==> config.mk <==
export PLATFORM = sky130hd
export DESIGN_NAME = cpu_clk_source
export DESIGN_NICKNAME = d
export VERILOG_FILES = /design/src/hw/clk_src_pkg.sv /design/src/hw/pin_sync.sv /design/src/hw/cpu_clk_source.sv
export SDC_FILE = /design/constraint.sdc
export NUM_CORES = 1
export LEC_CHECK = 0
export BUFFER_PORTS_ARGS = -buffer_cell sky130_fd_sc_hd__buf_2
export CORE_MARGIN = 8
export CORE_UTILIZATION = 40
export CTS_BUF_LIST = sky130_fd_sc_hd__clkbuf_4 sky130_fd_sc_hd__clkbuf_8
export CTS_CLUSTER_DIAMETER = 40
export CTS_CLUSTER_SIZE = 24
export DETAILED_ROUTE_END_ITERATION = 12
export GPL_TIMING_DRIVEN = 0
export PLACE_DENSITY_LB_ADDON = 0.3
export SYNTH_ARGS = -nofsm -noshare
export SYNTH_HDL_FRONTEND = slang
export SYNTH_SLANG_ARGS = --single-unit
==> constraint.sdc <==
create_clock -name mclk -period 5.6 [get_ports mclk]
set_input_delay 0.56 -clock mclk [delete_from_list [all_inputs] [get_ports mclk]]
set_output_delay 0.56 -clock mclk [all_outputs]
set_load 0.005 [all_outputs]
==> src/hw/clk_src_pkg.sv <==
// constants, types and helpers shared by the cpu clock source block
package clk_src_pkg;

  localparam logic [2:0] CFG_PRESCALE = 3'h1;
  localparam logic [2:0] CFG_DIRECT = 3'h3;
  localparam logic [2:0] CFG_DEFAULT = 3'h7;

  localparam int CLK_FREQ_KHZ = 10000;
  localparam int PLL_FREE_FREQ_KHZ = 5000;
  localparam int PLL_FREE_HALF_CYCLES = CLK_FREQ_KHZ / (2 * PLL_FREE_FREQ_KHZ);
  localparam logic [3:0] PLL_FREE_HALF_LAST = 4'(PLL_FREE_HALF_CYCLES - 1);

  localparam logic [4:0] WD_OVERFLOW_LAST = 5'h0f;
  localparam logic [2:0] SYNC_SETTLE_LAST = 3'h4;

  localparam int PERIOD_W = 12;
  localparam logic [PERIOD_W-1:0] PERIOD_INIT = 12'h008;
  localparam logic [PERIOD_W-1:0] PERIOD_MAX = 12'hfff;

  typedef enum logic [1:0] {
    MODE_PLL = 2'b00,
    MODE_DIRECT = 2'b01,
    MODE_PRESCALE = 2'b10
  } clk_mode_t;

  typedef struct packed {
    logic [2:0] cfg;
    logic captured;
    logic [2:0] cap_wait;
    clk_mode_t mode;
    logic pll_on;
    logic pll_free;
    logic [3:0] free_cnt;
    logic [4:0] wd_cnt;
    logic fail;
    logic switched;
    logic irq;
    logic cpu_clk;
    logic in_prev;
    logic [PERIOD_W-1:0] per_cnt;
    logic [PERIOD_W-1:0] per_meas;
    logic [PERIOD_W-1:0] acc;
  } clk_state_t;

  localparam clk_state_t STATE_RESET = '{
    cfg: CFG_DEFAULT, captured: 1'b0, cap_wait: 3'h0, mode: MODE_PLL,
    pll_on: 1'b0, pll_free: 1'b0, free_cnt: 4'h0, wd_cnt: 5'h00,
    fail: 1'b0, switched: 1'b0, irq: 1'b0, cpu_clk: 1'b0, in_prev: 1'b0,
    per_cnt: 12'h000, per_meas: PERIOD_INIT, acc: 12'h000};

  // twice the factor, so that 0.5, 1.5 and 2.5 stay integers
  function automatic logic [3:0] factor_x2(input logic [2:0] cfg);
    logic [3:0] f;
    f = 4'h8;
    case (cfg)
      3'h7: f = 4'h8;
      3'h6: f = 4'h6;
      3'h5: f = 4'h4;
      3'h4: f = 4'ha;
      3'h3: f = 4'h2;
      3'h2: f = 4'h3;
      3'h1: f = 4'h1;
      default: f = 4'h5;
    endcase
    return f;
  endfunction

endpackage

==> src/hw/pin_sync.sv <==
// three-stage pin synchroniser; a change counts once stages two and three agree
`timescale 1ns/1ns
module pin_sync #(
  parameter int WIDTH = 4
) (
  input wire logic mclk,
  input wire logic resetn,
  input wire logic [WIDTH-1:0] d,
  output logic [WIDTH-1:0] q
);
  typedef struct packed {
    logic [WIDTH-1:0] s1;
    logic [WIDTH-1:0] s2;
    logic [WIDTH-1:0] s3;
    logic [WIDTH-1:0] stable;
  } sync_state_t;

  sync_state_t r;
  sync_state_t n;

  always_comb begin
    n = r;
    n.s1 = d;
    n.s2 = r.s1;
    n.s3 = r.s2;
    for (int i = 0; i < WIDTH; i++) begin
      if (r.s2[i] == r.s3[i]) begin
        n.stable[i] = r.s3[i];
      end
    end
  end

  always_ff @(posedge mclk or negedge resetn) begin
    if (!resetn) begin
      r <= '0;
    end else begin
      r <= n;
    end
  end

  assign q = r.stable;
endmodule // pin_sync

==> src/hw/cpu_clk_source.sv <==
// cpu clock source selection with oscillator watchdog and pll fallback
`timescale 1ns/1ns
module cpu_clk_source
  import clk_src_pkg::*;
(
  input wire logic mclk,
  input wire logic resetn,
  input wire logic clock_input_pin,
  input wire logic [2:0] clock_config_pins,
  input wire logic osc_watchdog_disable,
  output logic cpu_clk,
  output logic pll_enable,
  output logic osc_fail_irq,
  output logic clock_fallback,
  output clk_mode_t clock_mode
);
  logic [3:0] sync_q;
  logic clk_s;
  logic [2:0] cfg_s;
  clk_state_t r;
  clk_state_t n;
  logic edge_any;
  logic clk_rise;
  logic free_rise;
  logic wd_active;
  logic [PERIOD_W:0] acc_sum;
  logic [PERIOD_W:0] per_avg;

  pin_sync #(.WIDTH(4)) u_sync (
    .mclk(mclk),
    .resetn(resetn),
    .d({clock_config_pins, clock_input_pin}),
    .q(sync_q)
  );

  assign clk_s = sync_q[0];
  assign cfg_s = sync_q[3:1];

  always_comb begin
    n = r;
    n.irq = 1'b0;
    edge_any = 1'b0;
    clk_rise = 1'b0;
    free_rise = 1'b0;
    wd_active = 1'b0;
    acc_sum = '0;
    per_avg = '0;
    if (!r.captured) begin
      // pins sampled once the synchroniser has settled after release
      if (r.cap_wait == SYNC_SETTLE_LAST) begin
        n.captured = 1'b1;
        n.cfg = cfg_s;
        n.in_prev = clk_s;
        if (cfg_s == CFG_PRESCALE) begin
          n.mode = MODE_PRESCALE;
        end else if (cfg_s == CFG_DIRECT) begin
          n.mode = MODE_DIRECT;
        end else begin
          n.mode = MODE_PLL;
        end
      end else begin
        n.cap_wait = r.cap_wait + 3'h1;
      end
    end else begin
      edge_any = clk_s != r.in_prev;
      clk_rise = clk_s && !r.in_prev;
      n.in_prev = clk_s;
      // pll needed as multiplier, as watchdog timebase, or as fallback clock
      n.pll_on = (r.mode == MODE_PLL) || !osc_watchdog_disable || r.fail;
      if (n.pll_on) begin
        if (r.free_cnt == PLL_FREE_HALF_LAST) begin
          n.free_cnt = 4'h0;
          n.pll_free = !r.pll_free;
        end else begin
          n.free_cnt = r.free_cnt + 4'h1;
        end
      end else begin
        n.free_cnt = 4'h0;
        n.pll_free = 1'b0;
      end
      free_rise = n.pll_free && !r.pll_free;
      // watchdog only guards the modes where the input drives the cpu
      wd_active = (r.mode != MODE_PLL) && !osc_watchdog_disable && !r.fail;
      if (!wd_active) begin
        n.wd_cnt = 5'h00;
      end else if (edge_any) begin
        n.wd_cnt = 5'h00;
      end else if (free_rise) begin
        if (r.wd_cnt == WD_OVERFLOW_LAST) begin
          n.wd_cnt = 5'h00;
          n.fail = 1'b1;
          n.irq = 1'b1;
        end else begin
          n.wd_cnt = r.wd_cnt + 5'h01;
        end
      end
      if (r.switched) begin
        n.cpu_clk = n.pll_free;
      end else if (r.fail) begin
        // park low and join the pll clock only at a low phase, so no runt pulse
        n.cpu_clk = 1'b0;
        if (!r.cpu_clk && !r.pll_free) begin
          n.switched = 1'b1;
        end
      end else begin
        case (r.mode)
          MODE_DIRECT: begin
            n.cpu_clk = clk_s;
          end
          MODE_PRESCALE: begin
            if (clk_rise) begin
              n.cpu_clk = !r.cpu_clk;
            end
          end
          default: begin
            // measured input period is blended in by halves, so lock drifts
            if (r.per_cnt != PERIOD_MAX) begin
              n.per_cnt = r.per_cnt + 12'h001;
            end
            if (clk_rise) begin
              // round towards the new measurement, else the estimate parks one short
              per_avg = ({1'b0, r.per_meas} + {1'b0, r.per_cnt}
                + {{PERIOD_W{1'b0}}, r.per_cnt > r.per_meas}) >> 1;
              n.per_meas = (per_avg[PERIOD_W-1:0] == 12'h000) ? 12'h001
                : per_avg[PERIOD_W-1:0];
              n.per_cnt = 12'h001;
            end
            // limitation: output toggles at most once per mclk cycle
            acc_sum = {1'b0, r.acc} + {9'h000, factor_x2(r.cfg)};
            if (acc_sum >= {1'b0, r.per_meas}) begin
              n.acc = PERIOD_W'(acc_sum - {1'b0, r.per_meas});
              n.cpu_clk = !r.cpu_clk;
            end else begin
              n.acc = acc_sum[PERIOD_W-1:0];
            end
          end
        endcase
      end
    end
  end

  always_ff @(posedge mclk or negedge resetn) begin
    if (!resetn) begin
      r <= STATE_RESET;
    end else begin
      r <= n;
    end
  end

  assign cpu_clk = r.cpu_clk;
  assign pll_enable = r.pll_on;
  assign osc_fail_irq = r.irq;
  assign clock_fallback = r.switched;
  assign clock_mode = r.mode;
endmodule // cpu_clk_source

**Yosys cells after proc, flatten, opt, wreduce, memory -nomap -nowiden**

Index checks and enable logic that the tools add are counted.

- Add/sub/neg operators: 8
- Order comparisons: 2
- Equal/unequal tests: 21
- Mux-type cells: 39
- Bitwise logic cells: 6
- Reductions and logical operators: 28

Operator list:

| cell | count |
|---|---|
| two-way mux 12 bit | 3 |
| case mux 4 bit (7 select lines) | 1 |
| two-way mux 5 bit | 5 |
| two-way mux 24 bit | 1 |
| two-way mux 4 bit | 5 |
| two-way mux 1 bit | 17 |
| equality test 3 bit (second input constant) | 5 |
| AND reduction 5 bit | 3 |
| adder 12 x 12 -> 13 bit | 1 |
| adder 12 x 4 -> 13 bit | 1 |
| adder 13 x 1 -> 13 bit | 1 |
| >= comparator 13 x 12 -> 1 bit | 1 |
| adder 12 x 1 -> 12 bit (second input constant) | 1 |
| > comparator 12 bit | 1 |
| zero test 12 bit | 1 |
| two-way mux 6 bit | 2 |
| inequality test 12 bit (second input constant) | 1 |
| subtractor 12 bit | 1 |
| equality test 3 x 2 -> 1 bit (second input constant) | 3 |
| equality test 3 x 1 -> 1 bit (second input constant) | 2 |
| two-way mux 2 bit | 3 |
| inverter 1 bit | 6 |
| AND reduction 2 bit | 3 |
| nonzero test 2 bit | 3 |
| other kinds (21) | 33 |

- Bits in registers: 77
- Input bits: 7
- Output and inout port bits: 6
- Word-level logic and storage cells: 127

**Longest topological paths before layout**

- Depth in word-level cells: 13
- Gate-level depth with buffers: 19
- Depth with buffers taken out: 18

**Modules after synthesis**

A second synthesis with hierarchy kept.

- Cell total of the unflattened synthesis: 545
- Area total of the unflattened synthesis: 4999.8 µm²

By module, submodules not included:

| module | times used | cells an instance | area each (µm²) | sequential area each (µm²) |
|---|---|---|---|---|
| cpu_clk_source | 1 | 521 | 4524.3 | 1531.5 |
| pin_sync | 1 | 24 | 475.5 | 400.4 |

**Worst setup path before layout**

No wires, ideal clock.

- Path kind: reg-to-reg
- Start point: register r[60] (netlist name)
- End point: register r[10] (netlist name)
- Setup time: 0.135 ns
- Arrival: 3.936 ns
- Data required time: 5.465 ns
- Path slack: 1.529 ns
- Stages on the path, launching flop included: 18
- Buffers on the path: 1
- Clock period less this slack: 4.071 ns
- Cell sequence: dfstp_2 mux2i_1 inv_1 fa_1 nor2b_1 o21ai_0 a211oi_1 nand3_1 xnor2_1 ha_1 nand3_1 or2_2 a211oi_1 o21ai_1 nand2_2 buf_2 mux2i_1 o21ai_0

- Longest elaborated chain between the ends: 9
- Elaborated cells on any way between the ends: 16
- Classes of those cells: add/sub (2); order compare (1); eq/ne (7); mux (6)

Ends and longest elaborated chain:

| element | RTL line | source |
|---|---|---|
| start: declaration | cpu_clk_source.sv:20 | `clk_state_t r;` |
| start signal: assignment | cpu_clk_source.sv:146 | `r <= n;` |
| equality test 3 x 1 -> 1 bit (tied with other cells) | clk_src_pkg.sv:55 | `case (cfg)` |
| case mux 4 bit (7 select lines) (*) | clk_src_pkg.sv:55 |  |
| two-way mux 4 bit (*) | cpu_clk_source.sv:106 | `case (r.mode)` |
| two-way mux 4 bit (*) | cpu_clk_source.sv:99 | `end else if (r.fail) begin` |
| two-way mux 4 bit (*) | cpu_clk_source.sv:97 | `if (r.switched) begin` |
| two-way mux 4 bit (*) | cpu_clk_source.sv:48 | `if (!r.captured) begin` |
| adder 12 x 4 -> 13 bit (*) | cpu_clk_source.sv:129 | `acc_sum = {1'b0, r.acc} + {9'h000, factor_x2(r.cfg)};` |
| subtractor 12 bit / >= comparator 13 x 12 -> 1 bit (equally long branches) | cpu_clk_source.sv:131, cpu_clk_source.sv:130 |  |
| two-way mux 12 bit (*) | cpu_clk_source.sv:130 | `if (acc_sum >= {1'b0, r.per_meas}) begin` |

Mark *: on every way between the ends. The rest lies on a longest branch, timed or not. The select of a mux whose other input is x is not followed.
A chain may end at the register's enable or synchronous reset.

**Final worst setup path**

Ends and elaborated chain as after synthesis.

==> flow_summary.yaml <==
outcome:
  status: "completed"
placed_design:
  portBuffers: 12
  gp_congestion: 0.862
  dp_hpwl_um: 8760
clock_network:
  htree_num_levels: 3
  post-cts-setup-buffers: 0
  holdBufCountCts: 0
  cts_tree: "done"
  insertion_delay_ps: 370
  cts_root_buf: "clkbuf_8"
  cts_max_path_buffers: 2
  clk_pin_slew_ps: 100
  clkSinkCount: 77
  cts_made_buffers: 9
  cts-resized-gates: 0
timing:
  max-slew-margin-rel_pct: 53.6
  slew_viol_final: 0
  worst_slew_pin_slew_ps: 691
  fmax_mhz: 207
  rsz0062_at_grt: "no"
  hold_ws_ps: 146
  final.period_utilization_pct: 86.3
  fin_crit_ps: 4830
  finalSetupTns_ps: 0
  hold_viol: 0
  finalSetupViolCount: 0
  finClkSkew_ps: 9.70
pwr:
  cellInternalPower_mw: 1.66
  p_comb_share_pct: 60.2
  p_leak_nw: 2.56
  seq_power_share_pct: 26.6
  vdd_ir_drop_max_mv: 0.213
  powerDensity_nw_per_um2: 540
  power_switching_mw: 1.44
  switching_share_pct: 46.3
  clkPwrFrac_pct: 13.2
synth:
  synth_nets: 623
  ys.flop_type: "dfrtp_1"
  syn_inst: 563
  syn-cell-area_um2: 5260
  synth.avg_cell_area_um2: 9.34
  synth.distinct_cells: 72
  synth_edf_count: 0
  ys_seq_elements: 77
  yosysWarningCount: 0
  ys_seq_area_share_pct: 36.7
  synthArstFlopShare_pct: 100
finish:
  antennaDiodeCount: 0
  final_layout_size_suffix_gt1_share_pct: 11.1
  nNetsFinal: 647
  syn2layout_area_growth_pct: 9.33
  fillCellCount: 1282
critical_path:
  crit_chain: "mux2i_1 > inv_1 > fa_1 > nor2b_1 > o21ai_0 > a211oi_1 > nand3_1 > xnor2_1 > ha_1 > nand3_1 > or2_2 > a211oi_1 > o21ai_1 > nand2_2 > buf_2 > mux2i_1 > o21ai_0"
  critPathMaxStageDelay_ps: 590
  critical_path_class: "flop to flop"
  cp_slowest_cell: "dfstp_2"
  critical-path-top-delay-family: "compound AO/OA/AOI/OAI gates"
  worst-path-stages: 17
  cp-end-kind: "flop"
  rr_worst_depth: 17
  r2r-end: "r[10]$_DFFE_PN0P_"
  critPathBufInv: 2
  crit_start: "r[60]$_DFFE_PN1P_"
  critical_path_arrival_ps: 5080
  cp_max_fo: 10
  start_kind: "flop"
  r2r_start: "r[60]$_DFFE_PN1P_"
  worstPathRequired_ps: 5840
  r2r_setup_slack_ps: 770
floorplan:
  rows: 42
  ios: 13
  dieWidth_um: 131
  start_util_pct: 40.3
  die_area_um2: 17100
  core_area_um2: 13000
  fp.dieH_um: 131
global_routing:
  grt.busiest_layer: "met2"
  antenna_found_initial: 0
  grt_use_met3_pct: 2.56
  grt_max_degree: 44
  gr-total-overflow: 0
  grt_pass1_vias: 4120
  grt.met1_usage_pct: 18.3
  use_met2_pct: 23.2
  grt_pass1_wl_um: 19300
  grt_usage_pct: 14.2
route:
  routedWlPerCell_um: 14.7
  drtIter0Drc: 206
  viasPerCell: 5.35
  drc_errors: 0
  via_count: 4109
  drtAntennaViolNets: 0
  drtPass1Iterations: 5
  wl_um: 11300
min_path:
  hold_path_class: "primary input to asynchronous set/reset pin"
job:
  maxCapViolations: 0
metal layers:
metal,up-vias,share of wire [%]
li1,2053,-
met1,1977,49
met2,58,46
met3,21,2.9
met4,0,2.0
met5,-,0
logic make-up (layout without fill, tap and decap cells):
group,Yosys count,in the layout,synth area share [%]
buffers and inverters,60,89,4.76
AO/OA/AOI/OAI,130,130,17.1
adder cells (fa/ha/maj),57,57,13.8
multiplexers,17,17,3.40
AND/OR/NAND/NOR,183,183,17.7
flip-flops,77,77,36.7
XOR/XNOR,39,39,6.50
stage by stage:
step	worst slack [ps]	cells	total power [mW]	instance area [um^2]	util [%]
final	767	768	3.10	5750	44.1
after global routing	374	768	3.38	5750	44.1
after detailed placement	825	752	2.69	5560	42.7
after CTS	788	768	3.12	5750	44.1
after floorplan	1530	563	2.28	5260	-
after global placement	861	751	2.64	5540	42.5
cell usage in the layout, fill, tap and decap left out, types with 8 or more instances in the layout:
cell	count
nand3_1	22
xor2_1	14
clkbuf_8	9
nand2b_1	8
a21o_1	9
mux2i_1	10
nand2_1	45
nor2_1	42
a21oi_1	29
buf_2	16
inv_1	43
o21ai_0	35
nor3_1	9
dfrtp_1	73
xnor2_1	25
nand4_1	10
ha_1	50
nor2b_1	8
sequential cells by signal, indices dropped and copies added, names as in the netlist:
signal	cells
r	55
u_sync.n	8
u_sync.q	4
u_sync.r	4
clock_mode	2
clock_fallback	1
cpu_clk	1
osc_fail_irq	1
pll_enable	1
worst max-delay path by stage:
stage	endpoint	slack (ps)
global route	r[10]$_DFFE_PN0P_	370
detailed placement	r[10]$_DFFE_PN0P_	820
finish	r[10]$_DFFE_PN0P_	770
global placement	r[10]$_DFFE_PN0P_	860
floorplan	r[10]$_DFFE_PN0P_	1530
CTS	r[10]$_DFFE_PN0P_	790
layout make-up:
type                            instances  area [um^2]  share of cell area (%)
Tap cell                              176          220                    3.83
Clock inverter                          7         63.8                    1.11
Sequential cell                        77         1930                    33.6
Multi-Input combinational cell        426         3080                    53.5
Timing Repair Buffer                   13         82.6                    1.44
Inverter                               44          165                    2.87
Buffer                                 16         85.1                    1.48
Clock buffer                            9          124                    2.15
power groups by stage:
stage | Sequential [mW] | Clock, mW | Combinational, mW
after detailed placement | 0.837 | 0 | 1.86
after floorplan | 0.800 | 0 | 1.48
after CTS | 0.825 | 0.430 | 1.87
after global routing | 0.847 | 0.450 | 2.08
final | 0.824 | 0.411 | 1.87
after global placement | 0.828 | 0 | 1.81
synthesized netlist by cell type (7+ instances only):
cell type	number	share of area, %
dfrtp_1	73	35
ha_1	50	12
nand2_1	45	3.2
inv_1	43	3.1
nor2_1	42	3.0
o21ai_0	35	3.3
a21oi_1	29	2.8
xnor2_1	25	4.2
nand3_1	22	2.1
xor2_1	14	2.3
mux2i_1	10	1.9
nand4_1	10	1.2
a21o_1	9	1.3
nor3_1	9	0.86
nand2b_1	8	0.95
nor2b_1	8	0.95
clkbuf_1	7	0.50
mux2_2	7	1.5
nand3b_1	7	1.0
nor4_1	7	0.83
Power figures use the tool's default switching activity.
